[config.mk]
export PLATFORM = sky130hd
export DESIGN_NAME = ulp_phy_port
export DESIGN_NICKNAME = d
export VERILOG_FILES = /design/src/inc/ulp_pkg.sv /design/src/inc/ulp_lp_if.sv /design/src/hw/ulp_phy_port.sv /design/src/hw/ulp_lowpower.sv
export SDC_FILE = /design/constraint.sdc
export NUM_CORES = 1
export LEC_CHECK = 0
export BUFFER_PORTS_ARGS = -buffer_cell sky130_fd_sc_hd__buf_4
export CAP_MARGIN = 20
export CORE_MARGIN = 1.5
export CORE_UTILIZATION = 53
export DETAILED_ROUTE_END_ITERATION = 6
export PLACE_DENSITY = 0.8
export SLEW_MARGIN = 30
export SYNTH_ARGS = -nofsm -noshare
export SYNTH_HDL_FRONTEND = slang
export SYNTH_HIERARCHICAL = 1
export SYNTH_SLANG_ARGS = --single-unit
[constraint.sdc]
create_clock -name clock -period 2.3 [get_ports clock]
set_clock_uncertainty 0.15 [all_clocks]
set_input_delay 0.23 -clock clock [delete_from_list [all_inputs] [get_ports clock]]
set_output_delay 0.23 -clock clock [all_outputs]
set_load 0.01 [all_outputs]
[src/inc/ulp_pkg.sv]
/*
  Shared constants and types of the transceiver-side interface port:
  clock rates, low-power bus layout, reset values and the port state codes.
  Assumes a single system clock and a synchronous, active-high reset.
*/
package ulp_pkg;

  // clock figures, in MHz
  localparam int CLK_MHZ = 250;
  localparam int IFC_CLK_MHZ = 60;
  // half period of the interface clock in system cycles, rounded down
  localparam logic [3:0] CLK_DIV_HALF = 4'(CLK_MHZ / (2 * IFC_CLK_MHZ));
  localparam logic [3:0] DIV_RESET = 4'h0;

  // interface clock edges to wait for the clock to settle after power-up
  localparam logic [7:0] CLK_STABLE_TICKS = 8'h10;
  // turnaround length in interface clock cycles
  localparam logic [1:0] TURN_TICKS = 2'h1;

  // bus widths
  localparam int DATA_W = 8;
  localparam int INT_SRC_W = 5;

  // low-power bus mapping
  localparam int LP_LINE0 = 0;
  localparam int LP_LINE1 = 1;
  localparam int LP_INT = 3;

  // pin values after reset, and the empty transmit command
  localparam logic DIR_RESET = 1'b1;
  localparam logic NXT_RESET = 1'b0;
  localparam logic [7:0] DATA_RESET = 8'h00;
  localparam logic [7:0] TXCMD_NONE = 8'h00;

  typedef enum logic [2:0] {
    ST_POWERUP = 3'b000,
    ST_IDLE = 3'b001,
    ST_LINK_TX = 3'b010,
    ST_TURN_UP = 3'b011,
    ST_SEND = 3'b100,
    ST_TURN_DN = 3'b101,
    ST_LOWPOWER = 3'b110
  } ulp_state_t;

endpackage

[src/inc/ulp_lp_if.sv]
/*
  Carrier between the interface port and its low-power helper.
  Assumes both ends run on the same system clock.
*/
`timescale 1ns/1ps
interface ulp_lp_if;
  import ulp_pkg::*;
  logic enter;
  logic leave;
  logic [DATA_W-1:0] lp_bus;
  logic wake_rxcmd;

  modport port (
    output enter,
    output leave,
    input lp_bus,
    input wake_rxcmd
  );

  modport lowp (
    input enter,
    input leave,
    output lp_bus,
    output wake_rxcmd
  );
endinterface

[src/hw/ulp_phy_port.sv]
/*
  Transceiver side of the 12-pin interface: synchronous and low-power modes.
  Assumes the link on the far side keeps to the bus protocol, and that the
  receive, status and register paths of the transceiver core feed it.
*/
`timescale 1ns/1ps
module ulp_phy_port (
  // system
  input wire logic clock,
  input wire logic reset,
  // oscillator and interface clock
  input wire logic osc_present,
  output logic ulpi_clock_out,
  // interface pins
  input wire logic [ulp_pkg::DATA_W-1:0] ulpi_data_in,
  output logic [ulp_pkg::DATA_W-1:0] ulpi_data_out,
  output logic ulpi_data_oe_n,
  output logic ulpi_dir,
  output logic ulpi_nxt,
  input wire logic ulpi_stp,
  // analog receiver and interrupt sources
  input wire logic [1:0] line_state,
  input wire logic [ulp_pkg::INT_SRC_W-1:0] int_sources,
  input wire logic [ulp_pkg::INT_SRC_W-1:0] int_enable,
  // received usb data
  input wire logic rx_active,
  input wire logic rx_valid,
  input wire logic [ulp_pkg::DATA_W-1:0] rx_data,
  output logic rx_taken,
  // status bytes
  input wire logic rxcmd_req,
  input wire logic [ulp_pkg::DATA_W-1:0] rxcmd_byte,
  output logic rxcmd_taken,
  // register read data
  input wire logic rd_valid,
  input wire logic [ulp_pkg::DATA_W-1:0] rd_data,
  output logic rd_taken,
  // bytes from the link
  input wire logic tx_ready,
  output logic tx_valid,
  output logic tx_first,
  output logic [ulp_pkg::DATA_W-1:0] tx_byte,
  output logic tx_done,
  // suspend control
  input wire logic suspend_bar_bit,
  output logic suspend_exit,
  output logic sync_mode
);
  import ulp_pkg::*;

  ulp_lp_if lp ();

  ulp_lowpower u_lowpower (
    .clock(clock),
    .reset(reset),
    .line_state(line_state),
    .int_sources(int_sources),
    .int_enable(int_enable),
    .lp(lp)
  );

  // pin synchronisers
  logic osc_meta;
  logic osc_s;
  logic stp_meta;
  logic stp_s;
  logic [DATA_W-1:0] data_meta;
  logic [DATA_W-1:0] data_s;

  always_ff @(posedge clock) begin
    if (reset) begin
      osc_meta <= 1'b0;
      osc_s <= 1'b0;
      stp_meta <= 1'b0;
      stp_s <= 1'b0;
      data_meta <= DATA_RESET;
      data_s <= DATA_RESET;
    end else begin
      osc_meta <= osc_present;
      osc_s <= osc_meta;
      stp_meta <= ulpi_stp;
      stp_s <= stp_meta;
      data_meta <= ulpi_data_in;
      data_s <= data_meta;
    end
  end

  // interface clock divider; an integer divide cannot hit the rate exactly
  logic [3:0] div_cnt;
  logic clk_out;

  wire div_wrap = (div_cnt == CLK_DIV_HALF - 4'h1);
  wire tick = osc_s & div_wrap & ~clk_out;

  always_ff @(posedge clock) begin
    if (reset) begin
      div_cnt <= DIV_RESET;
      clk_out <= 1'b0;
    end else if (!osc_s) begin
      div_cnt <= DIV_RESET;
      clk_out <= 1'b0;
    end else begin
      div_cnt <= div_wrap ? DIV_RESET : div_cnt + 4'h1;
      clk_out <= div_wrap ? ~clk_out : clk_out;
    end
  end

  assign ulpi_clock_out = clk_out;

  // port state
  ulp_state_t state;
  ulp_state_t next_state;
  logic [7:0] settle_cnt;
  logic [1:0] turn_cnt;
  logic dir;
  logic nxt;
  logic [DATA_W-1:0] data_reg;
  logic wake_rxcmd;

  // what is waiting for the link, register data first
  wire have_byte = rd_valid | rx_valid | rxcmd_req | wake_rxcmd | rx_active;
  wire txcmd_seen = (data_s != TXCMD_NONE);
  wire settled = (settle_cnt == CLK_STABLE_TICKS);
  wire turn_done = (turn_cnt == TURN_TICKS - 2'h1);
  wire sel_rd = rd_valid;
  wire sel_rx = ~rd_valid & rx_valid;
  wire sel_cmd = ~rd_valid & ~rx_valid & (rxcmd_req | wake_rxcmd);
  wire send_any = sel_rd | sel_rx | sel_cmd;
  wire [DATA_W-1:0] send_byte = sel_rd ? rd_data : (sel_rx ? rx_data : rxcmd_byte);
  wire in_lp = (state == ST_LOWPOWER);
  wire lp_wake = in_lp & tick & stp_s;

  always_comb begin
    next_state = state;
    unique case (state)
      ST_POWERUP: begin
        if (settled) begin
          next_state = ST_TURN_DN;
        end
      end
      ST_IDLE: begin
        if (txcmd_seen) begin
          next_state = ST_LINK_TX;
        end else if (!suspend_bar_bit) begin
          next_state = ST_TURN_UP;
        end else if (have_byte) begin
          next_state = ST_TURN_UP;
        end
      end
      ST_LINK_TX: begin
        if (stp_s) begin
          next_state = ST_IDLE;
        end
      end
      ST_TURN_UP: begin
        if (turn_done) begin
          next_state = suspend_bar_bit ? ST_SEND : ST_LOWPOWER;
        end
      end
      ST_SEND: begin
        if (stp_s) begin
          next_state = ST_TURN_DN;
        end else if (!send_any && !rx_active) begin
          next_state = ST_TURN_DN;
        end
      end
      ST_TURN_DN: begin
        if (turn_done) begin
          next_state = ST_IDLE;
        end
      end
      ST_LOWPOWER: begin
        if (stp_s) begin
          next_state = ST_TURN_DN;
        end
      end
      default: begin
        next_state = ST_POWERUP;
      end
    endcase
  end

  // first byte goes out on the tick that ends the turnaround, so no empty status slot
  wire send_slot = (state == ST_SEND) | ((state == ST_TURN_UP) & turn_done & suspend_bar_bit);
  wire entering_send = send_slot & ~stp_s & send_any;
  wire entering_lp = (state == ST_TURN_UP) & turn_done & ~suspend_bar_bit;
  wire link_byte = (state == ST_LINK_TX) & ~stp_s & nxt;
  wire idle_txcmd = (state == ST_IDLE) & txcmd_seen;
  // direction high in power-up, on the way up, sending and in low-power
  wire next_dir = (next_state == ST_POWERUP) | (next_state == ST_TURN_UP) |
                  (next_state == ST_SEND) | (next_state == ST_LOWPOWER);

  always_ff @(posedge clock) begin
    if (reset) begin
      state <= ST_POWERUP;
      settle_cnt <= 8'h00;
      turn_cnt <= 2'h0;
      dir <= DIR_RESET;
      nxt <= NXT_RESET;
      data_reg <= DATA_RESET;
    end else if (tick) begin
      state <= next_state;
      if (state == ST_POWERUP && !settled) begin
        settle_cnt <= settle_cnt + 8'h01;
      end
      turn_cnt <= (next_state == state) ? turn_cnt + 2'h1 : 2'h0;
      dir <= next_dir;
      if (next_state == ST_LINK_TX) begin
        nxt <= tx_ready;
      end else if (entering_send) begin
        nxt <= sel_rx;
      end else begin
        nxt <= 1'b0;
      end
      data_reg <= entering_send ? send_byte : DATA_RESET;
    end
  end

  // wake-up status flag: set after leaving low power if an interrupt source changed and still differs, set wins over clear
  always_ff @(posedge clock) begin
    if (reset) begin
      wake_rxcmd <= 1'b0;
    end else if (lp.wake_rxcmd) begin
      wake_rxcmd <= 1'b1;
    end else if (tick && entering_send && sel_cmd) begin
      wake_rxcmd <= 1'b0;
    end
  end

  // one-cycle strobes toward the core, with tx_byte held between them
  always_ff @(posedge clock) begin
    if (reset) begin
      rx_taken <= 1'b0;
      rd_taken <= 1'b0;
      rxcmd_taken <= 1'b0;
      tx_valid <= 1'b0;
      tx_first <= 1'b0;
      tx_byte <= DATA_RESET;
      tx_done <= 1'b0;
      suspend_exit <= 1'b0;
    end else begin
      rx_taken <= tick & entering_send & sel_rx;
      rd_taken <= tick & entering_send & sel_rd;
      rxcmd_taken <= tick & entering_send & sel_cmd & rxcmd_req;
      tx_valid <= tick & (idle_txcmd | link_byte);
      tx_first <= tick & idle_txcmd;
      if (tick && (idle_txcmd || link_byte)) begin
        tx_byte <= data_s;
      end
      tx_done <= tick & (state == ST_LINK_TX) & stp_s;
      suspend_exit <= lp_wake;
    end
  end

  assign lp.enter = tick & entering_lp;
  assign lp.leave = lp_wake;

  // the link must not drive while direction is high
  assign ulpi_dir = dir;
  assign ulpi_nxt = nxt;
  assign ulpi_data_oe_n = ~dir;
  assign ulpi_data_out = in_lp ? lp.lp_bus : data_reg;
  assign sync_mode = ~in_lp & (state != ST_POWERUP);

endmodule

[src/hw/ulp_lowpower.sv]
/*
  Low-power bus mapping and suspend interrupt tracking.
  Assumes line state comes straight from the analog receiver and the
  interrupt sources come from logic on the system clock.
*/
`timescale 1ns/1ps
module ulp_lowpower (
  // clock and reset
  input wire logic clock,
  input wire logic reset,
  // analog and interrupt sources
  input wire logic [1:0] line_state,
  input wire logic [ulp_pkg::INT_SRC_W-1:0] int_sources,
  input wire logic [ulp_pkg::INT_SRC_W-1:0] int_enable,
  // port side
  ulp_lp_if.lowp lp
);
  import ulp_pkg::*;

  logic [INT_SRC_W-1:0] snapshot;
  logic changed;
  logic wake_pending;

  wire int_any = |(int_sources & int_enable);
  wire differs = (int_sources != snapshot);

  // no flops on the line state path: it must follow the wire while clocks may be stopped
  assign lp.lp_bus = {4'h0, int_any, 1'b0, line_state[1], line_state[0]};
  assign lp.wake_rxcmd = wake_pending;

  always_ff @(posedge clock) begin
    if (reset) begin
      snapshot <= '0;
      changed <= 1'b0;
      wake_pending <= 1'b0;
    end else begin
      if (lp.enter) begin
        snapshot <= int_sources;
        changed <= 1'b0;
      end else if (differs) begin
        changed <= 1'b1;
      end
      // a change that has gone again by wake-up raises nothing
      wake_pending <= lp.leave ? (changed & differs) : 1'b0;
    end
  end

endmodule

# Yosys cells after proc, flatten, opt, wreduce, memory -nomap -nowiden
# Cells that the tools add are included.
# W data, S select, Z words.
dict set report word_totals {
  reg_bits 71
  wordCells 134
}
dict set report op_classes {
  addsub 3
  eq_ne 14
  mux 21
  bitwise_logic 49
  reduce_logical 21
}
# cell count
set ops {}
lappend ops {{$mux W8} 4}
lappend ops {{$mux W3} 10}
lappend ops {{$and A1 B1 Y1} 27}
lappend ops {{$pmux W3 S7} 1}
lappend ops {{$eq A3 B3 Y1 const B} 5}
lappend ops {{$eq A3 B2 Y1 const B} 4}
lappend ops {{$or A1 B1 Y1} 12}
lappend ops {{$not A1 Y1} 9}
lappend ops {{$add A8 B1 Y8 const B} 1}
lappend ops {{$eq A8 B5 Y1 const B} 1}
lappend ops {{$reduce_bool A8 Y1} 1}
lappend ops {{$logic_not A3 Y1} 2}
lappend ops {{$reduce_or A2 Y1} 3}
lappend ops {{$and A5 B5 Y5} 1}
lappend ops {{$logic_and A1 B1 Y1} 5}
lappend ops {{$ne A5 B5 Y1} 1}
lappend ops {{$reduce_or A5 Y1} 1}
lappend ops {{$add A4 B1 Y4 const B} 1}
lappend ops {{$eq A4 B1 Y1 const B} 1}
lappend ops {{$mux W1} 4}
lappend ops {{$mux W2} 2}
lappend ops {{$eq A3 B1 Y1 const B} 1}
lappend ops {{$eq A3 B3 Y1} 1}
lappend ops {{$logic_not A1 Y1} 3}
lappend ops {{other kinds (7)} 7}

# Logic depth before layout (Yosys ltp)
dict set report logic_depth {
  depth_word 13
  ltp_mapped 9
  mapped_depth_nobuf 7
}

# Cells and area by module
# The synthesis kept the hierarchy.
# mod instances cells_per_inst area_each_um2
set modules_own_cells {}
lappend modules_own_cells {ulp_phy_port 1 309 2900.3}
lappend modules_own_cells {ulp_lowpower 1 41 375.4}

# Least setup slack after synthesis
# OpenSTA, ideal clock, no wires.
dict set report synth_path {
  kind {register to register}
  start {register div_cnt[0]}
  end {register u_lowpower.snapshot[0]}
  setup_ns 0.114
  t_arrival_ns 1.770
  t_required_ns 2.036
  setup_slack_ns 0.266
  stages_incl_launch_ff 9
  path_buffers 2
  period_less_slack_ns 2.034
  cell_sequence {dfxtp_1 ha_1 nor4b_2 nand2_1 clkbuf_1 nor3_1 buf_2 mux2i_1 nor2_1}
}
dict set report synth_between {
  elab_chain_len 4
}
# element line
set synth_rtl {}
lappend synth_rtl {{start, declared} ulp_phy_port.sv:89} ;# logic [3:0] div_cnt;
lappend synth_rtl {{start signal, assigned} ulp_phy_port.sv:103} ;# div_cnt <= div_wrap ? DIV_RESET : div_cnt + 4'h1;
lappend synth_rtl {{$eq A4 B1 Y1} ulp_phy_port.sv:92} ;# wire div_wrap = (div_cnt == CLK_DIV_HALF - 4'h1);
lappend synth_rtl {{$and A1 B1 Y1 (2 in a row)} ulp_phy_port.sv:93} ;# wire tick = osc_s & div_wrap & ~clk_out;
lappend synth_rtl {{$and A1 B1 Y1} ulp_phy_port.sv:255} ;# assign lp.enter = tick & entering_lp;
lappend synth_rtl {{named net lp.enter} ulp_lp_if.sv:8} ;# logic enter;
lappend synth_rtl {{end signal, assigned} ulp_lowpower.sv:38} ;# snapshot <= int_sources;
lappend synth_rtl {{end, declared} ulp_lowpower.sv:20} ;# logic [INT_SRC_W-1:0] snapshot;
# The timed path passes the listed nets, and every way through them passes these cells.
# A chain may end at the register's enable or synchronous reset.

# Worst setup path after layout
dict set report layout_path {
  start {register state[2]}
  end {output port ulpi_data_out[2] in the netlist's numbering}
}
dict set report layout_between {
  elab_chain_len 2
}
# element line
set layout_rtl {}
lappend layout_rtl {{start, declared} ulp_phy_port.sv:111} ;# ulp_state_t state;
lappend layout_rtl {{start signal, assigned} ulp_phy_port.sv:202} ;# state <= next_state;
lappend layout_rtl {{$eq A3 B3 Y1} ulp_phy_port.sv:130} ;# wire in_lp = (state == ST_LOWPOWER);
lappend layout_rtl {{$mux W8} ulp_phy_port.sv:262} ;# assign ulpi_data_out = in_lp ? lp.lp_bus : data_reg;
lappend layout_rtl {{end, declared} ulp_phy_port.sv:16} ;# output logic [ulp_pkg::DATA_W-1:0] ulpi_data_out,
# No other way between the ends.

==> results.md <==
* CTS tree: built
* CTS root buf: clkbuf_8
* CTS buffer count at 9
* Share of the synthesized area in the top cell type at 43.39%
* WS Path Type: reg2out
* Vias in the first global route at 2611
* YS warnings at 6
* Seq cells post-synth at 71
* Lkg Pwr at 1.873 nW
* Worst-Skew Late Latency at 350 ps
* Slowest stage cell, crit path: dfxtp_2
* Max Clock Freq at 0.4510 GHz
* Nets at 505
* Post-Synth Adder-Cell Area at 1.910%
* Netlist cell types at 59
* Max cap viols at 0
* DRC at 0
* Crit path time final at 2217 ps
* Post-Synth XOR/XNOR Area at 3.743%
* FFs w/ async S/R, synth at 0%
* Post-DRT Antenna Nets at 0
* Element type at the critical path end: output port
* Die area at 6661 sq um
* Final worst slack at 82.92 ps
* Multiplexer share of the synthesized area at 9.473%
* Crit path largest cell delay at 450 ps
* Largest family of logic cells by synthesized area: simple AND/OR/NAND/NOR gates
* Ys flop type: dfxtp_1
* Total GRT Usage at 23.84%
* Hpwl dp at 5433 um
* Total chip power at 2.398 mW
* Core footprint at 5956 sq um
* Number of synthesized flops with an enable pin at 0
* Layout cells sized above 1 at 31.04%
* Cell Area, Placed at 3934 sq um
* PwrDens at 558.5 nW/um^2
* Ports at 82
* Setup Fix Bufs, Post-CTS at 0
* Clk slew on worst S/H paths at 80 ps
* Setup tns final at 0 ps
* Buf+Inv Stages, Crit Path at 1
* Slew Viols, Final at 0
* Max Fanout on Critical Path at 13
* Routed wire length per instance at 14.46 um
* Crit start category: flop
* Area Growth Syn to Fin at 31.05%
* Fin crit share at 96.39%
* Final hold violation count at 0
* Req. time, crit path at 1920 ps
* Tightest Hold Check Type: in2reg
* Final Wtd Congestion at 0.8628
* Initial Util at 55.00%
* Final Instance Area at 4293 sq um
* Final WL at 7606 um
* Worst slew pin tran at 588.6 ps
* Largest area contributor in the netlist: dfxtp_1
* Final setup violation count at 0
* Pre-antenna DRT Iters at 4
* Post-synthesis compound-gate area fraction at 11.31%
* Largest net degree at the start of global routing at 60
* VDD IR max at 357.1 uV
* Crit path cell chain: or2b_1 > or2_4 > mux2_2 > buf_4
* Rows at 28
* Max_slew headroom at 60.76%
* Grt ovf at 0
* Syn avg cell area at 9.359 sq um
* Mapped Cells at 350
* Initial antenna violation count at 0
* Cell family with most CP delay: simple AND/OR/NAND/NOR gates
* Outcome: finished, final reports clean
* IO Port Bufs at 81
* Post-Syn Area at 3276 sq um
* Die Height at 81.62 um
* Die W at 81.62 um
* Sequential fraction of the synthesis area at 43.39%
* First-pass GRT wire length at 12040 um
* Ant. Diodes at 0
* Clock Path Buffers at 2
* Post-placement setup slack at 97.22 ps
* Fin cells at 526
* Top cells by area, synth: dfxtp_1 (43%), mux2i_1 (6.7%), nor2_1 (5.5%)
* Iteration-0 DRC Markers at 166
* Post-synthesis simple-gate area fraction at 24.60%
* Htree depth at 3
* Critical Path AT at 1840 ps
* Placed Cells at 496
* Fillers at 461
* Via/cell ratio at 5.382
* Clock sinks at 71
* Via count at 2831
-- cell families (layout without fill, tap and decap cells) --
| logic type | count (synthesis) | in the layout |
|---|---|---|
| AND/OR/NAND/NOR | 142 | 142 |
| AO/OA/AOI/OAI | 52 | 52 |
| XOR/XNOR | 14 | 14 |
| multiplexers | 30 | 30 |
| flip-flops | 71 | 71 |
| buffers and inverters | 35 | 132 |
| other | 1 | 5 |
| adder cells (fa/ha/maj) | 5 | 5 |
-- timing repair --
| item | 4_1_cts | 5_1_grt |
|---|---|---|
| hold endpoints to repair | 14 | 0 |
| hold buffers | 14 | 0 |
| resized for setup | 2 | 5 |
| pin swaps | 0 | 0 |
| setup endpoints to repair | 9 | 13 |
-- metal layers --
metal	vias up	wire length (um)	GRT usage, %
met5	-	0	0
met4	0	155	9.492
met3	13	435	5.222
met2	99	3792	40.99
met1	1326	3223	28.88
li1	1393	-	-
-- cells in the final DEF (no fill, tap or decap), types with 3 or more instances in the layout --
cell type / instances
dlygate4sd3_1: 14
nand3_1: 8
nor2_1: 48
mux2i_1: 22
inv_6: 3
inv_1: 10
ha_1: 5
a21oi_1: 6
nand4_1: 4
nand2_1: 17
nor4_1: 3
clkbuf_8: 9
dfxtp_1: 70
or4_4: 3
nor3_2: 3
o21ai_0: 16
nor2b_1: 21
nor3_1: 6
conb_1: 5
a211oi_1: 4
nand2b_1: 5
mux2_2: 8
buf_4: 92
xor2_1: 12
a22oi_1: 9
-- final timing paths --
path                start          endpoint  slack (ps)  cells past startpoint
max reg2reg    div_cnt[0]     settle_cnt[7]         100                      6
min reg2reg  data_meta[6]         data_s[6]         300                      1
max              state[2]  ulpi_data_out[2]          80                      4
min              tx_ready          ulpi_nxt          10                      3
-- cells in the mapped netlist (2+ instances only) --
master    count
a211oi_1      4
a21oi_1       6
a22oi_1       9
and2_1        2
and4_4        2
and4b_1       2
buf_2         2
buf_4        10
clkbuf_1     12
dfxtp_1      71
ha_1          5
inv_1        10
mux2_2        8
mux2i_1      22
nand2_1      18
nand2b_1      5
nand3_1       8
nand3b_1      2
nand4_1       4
nor2_1       48
nor2b_1      21
nor3_1        8
nor4_1        3
nor4b_1       2
o21ai_0      16
or2_2         2
or3_1         2
or4_4         3
xnor2_1       2
xor2_1       12
-- where the power goes --
| part | internal (mW) | switching [mW] |
|---|---|---|
| clock network | 0.412 | 0.527 |
| registers | 1.25 | 0.0104 |
| logic | 0.117 | 0.0851 |
-- layout make-up --
type                       instances  area [sq um]  share of cell area, %
clock buffer                       9         123.9                  2.885
inverter                          10         37.54                 0.8744
timing repair buffer             106         830.8                  19.35
clock inverter                     7         61.31                  1.428
sequential                        71          1423                  33.14
tap                               75         93.84                  2.186
multi-input combinational        248          1723                  40.13
-- stage by stage --
stage               hold slack, ps  utilization, %
finish                       11.11           72.08
global route                 17.87           72.08
CTS                          1.485           71.58
detailed placement           271.2           66.05
global placement             271.4           66.05
floorplan                    152.4               -
-- worst reg2reg max path, stage by stage, from the launching register on --
cell and delay, ps:
dfxtp_1 390, ha_1 210, or4b_4 530, nor4_2 390, nand3_1 150, xor2_1 180, nor2_1 60
Note: power is estimated with default switching activity, not from simulation.
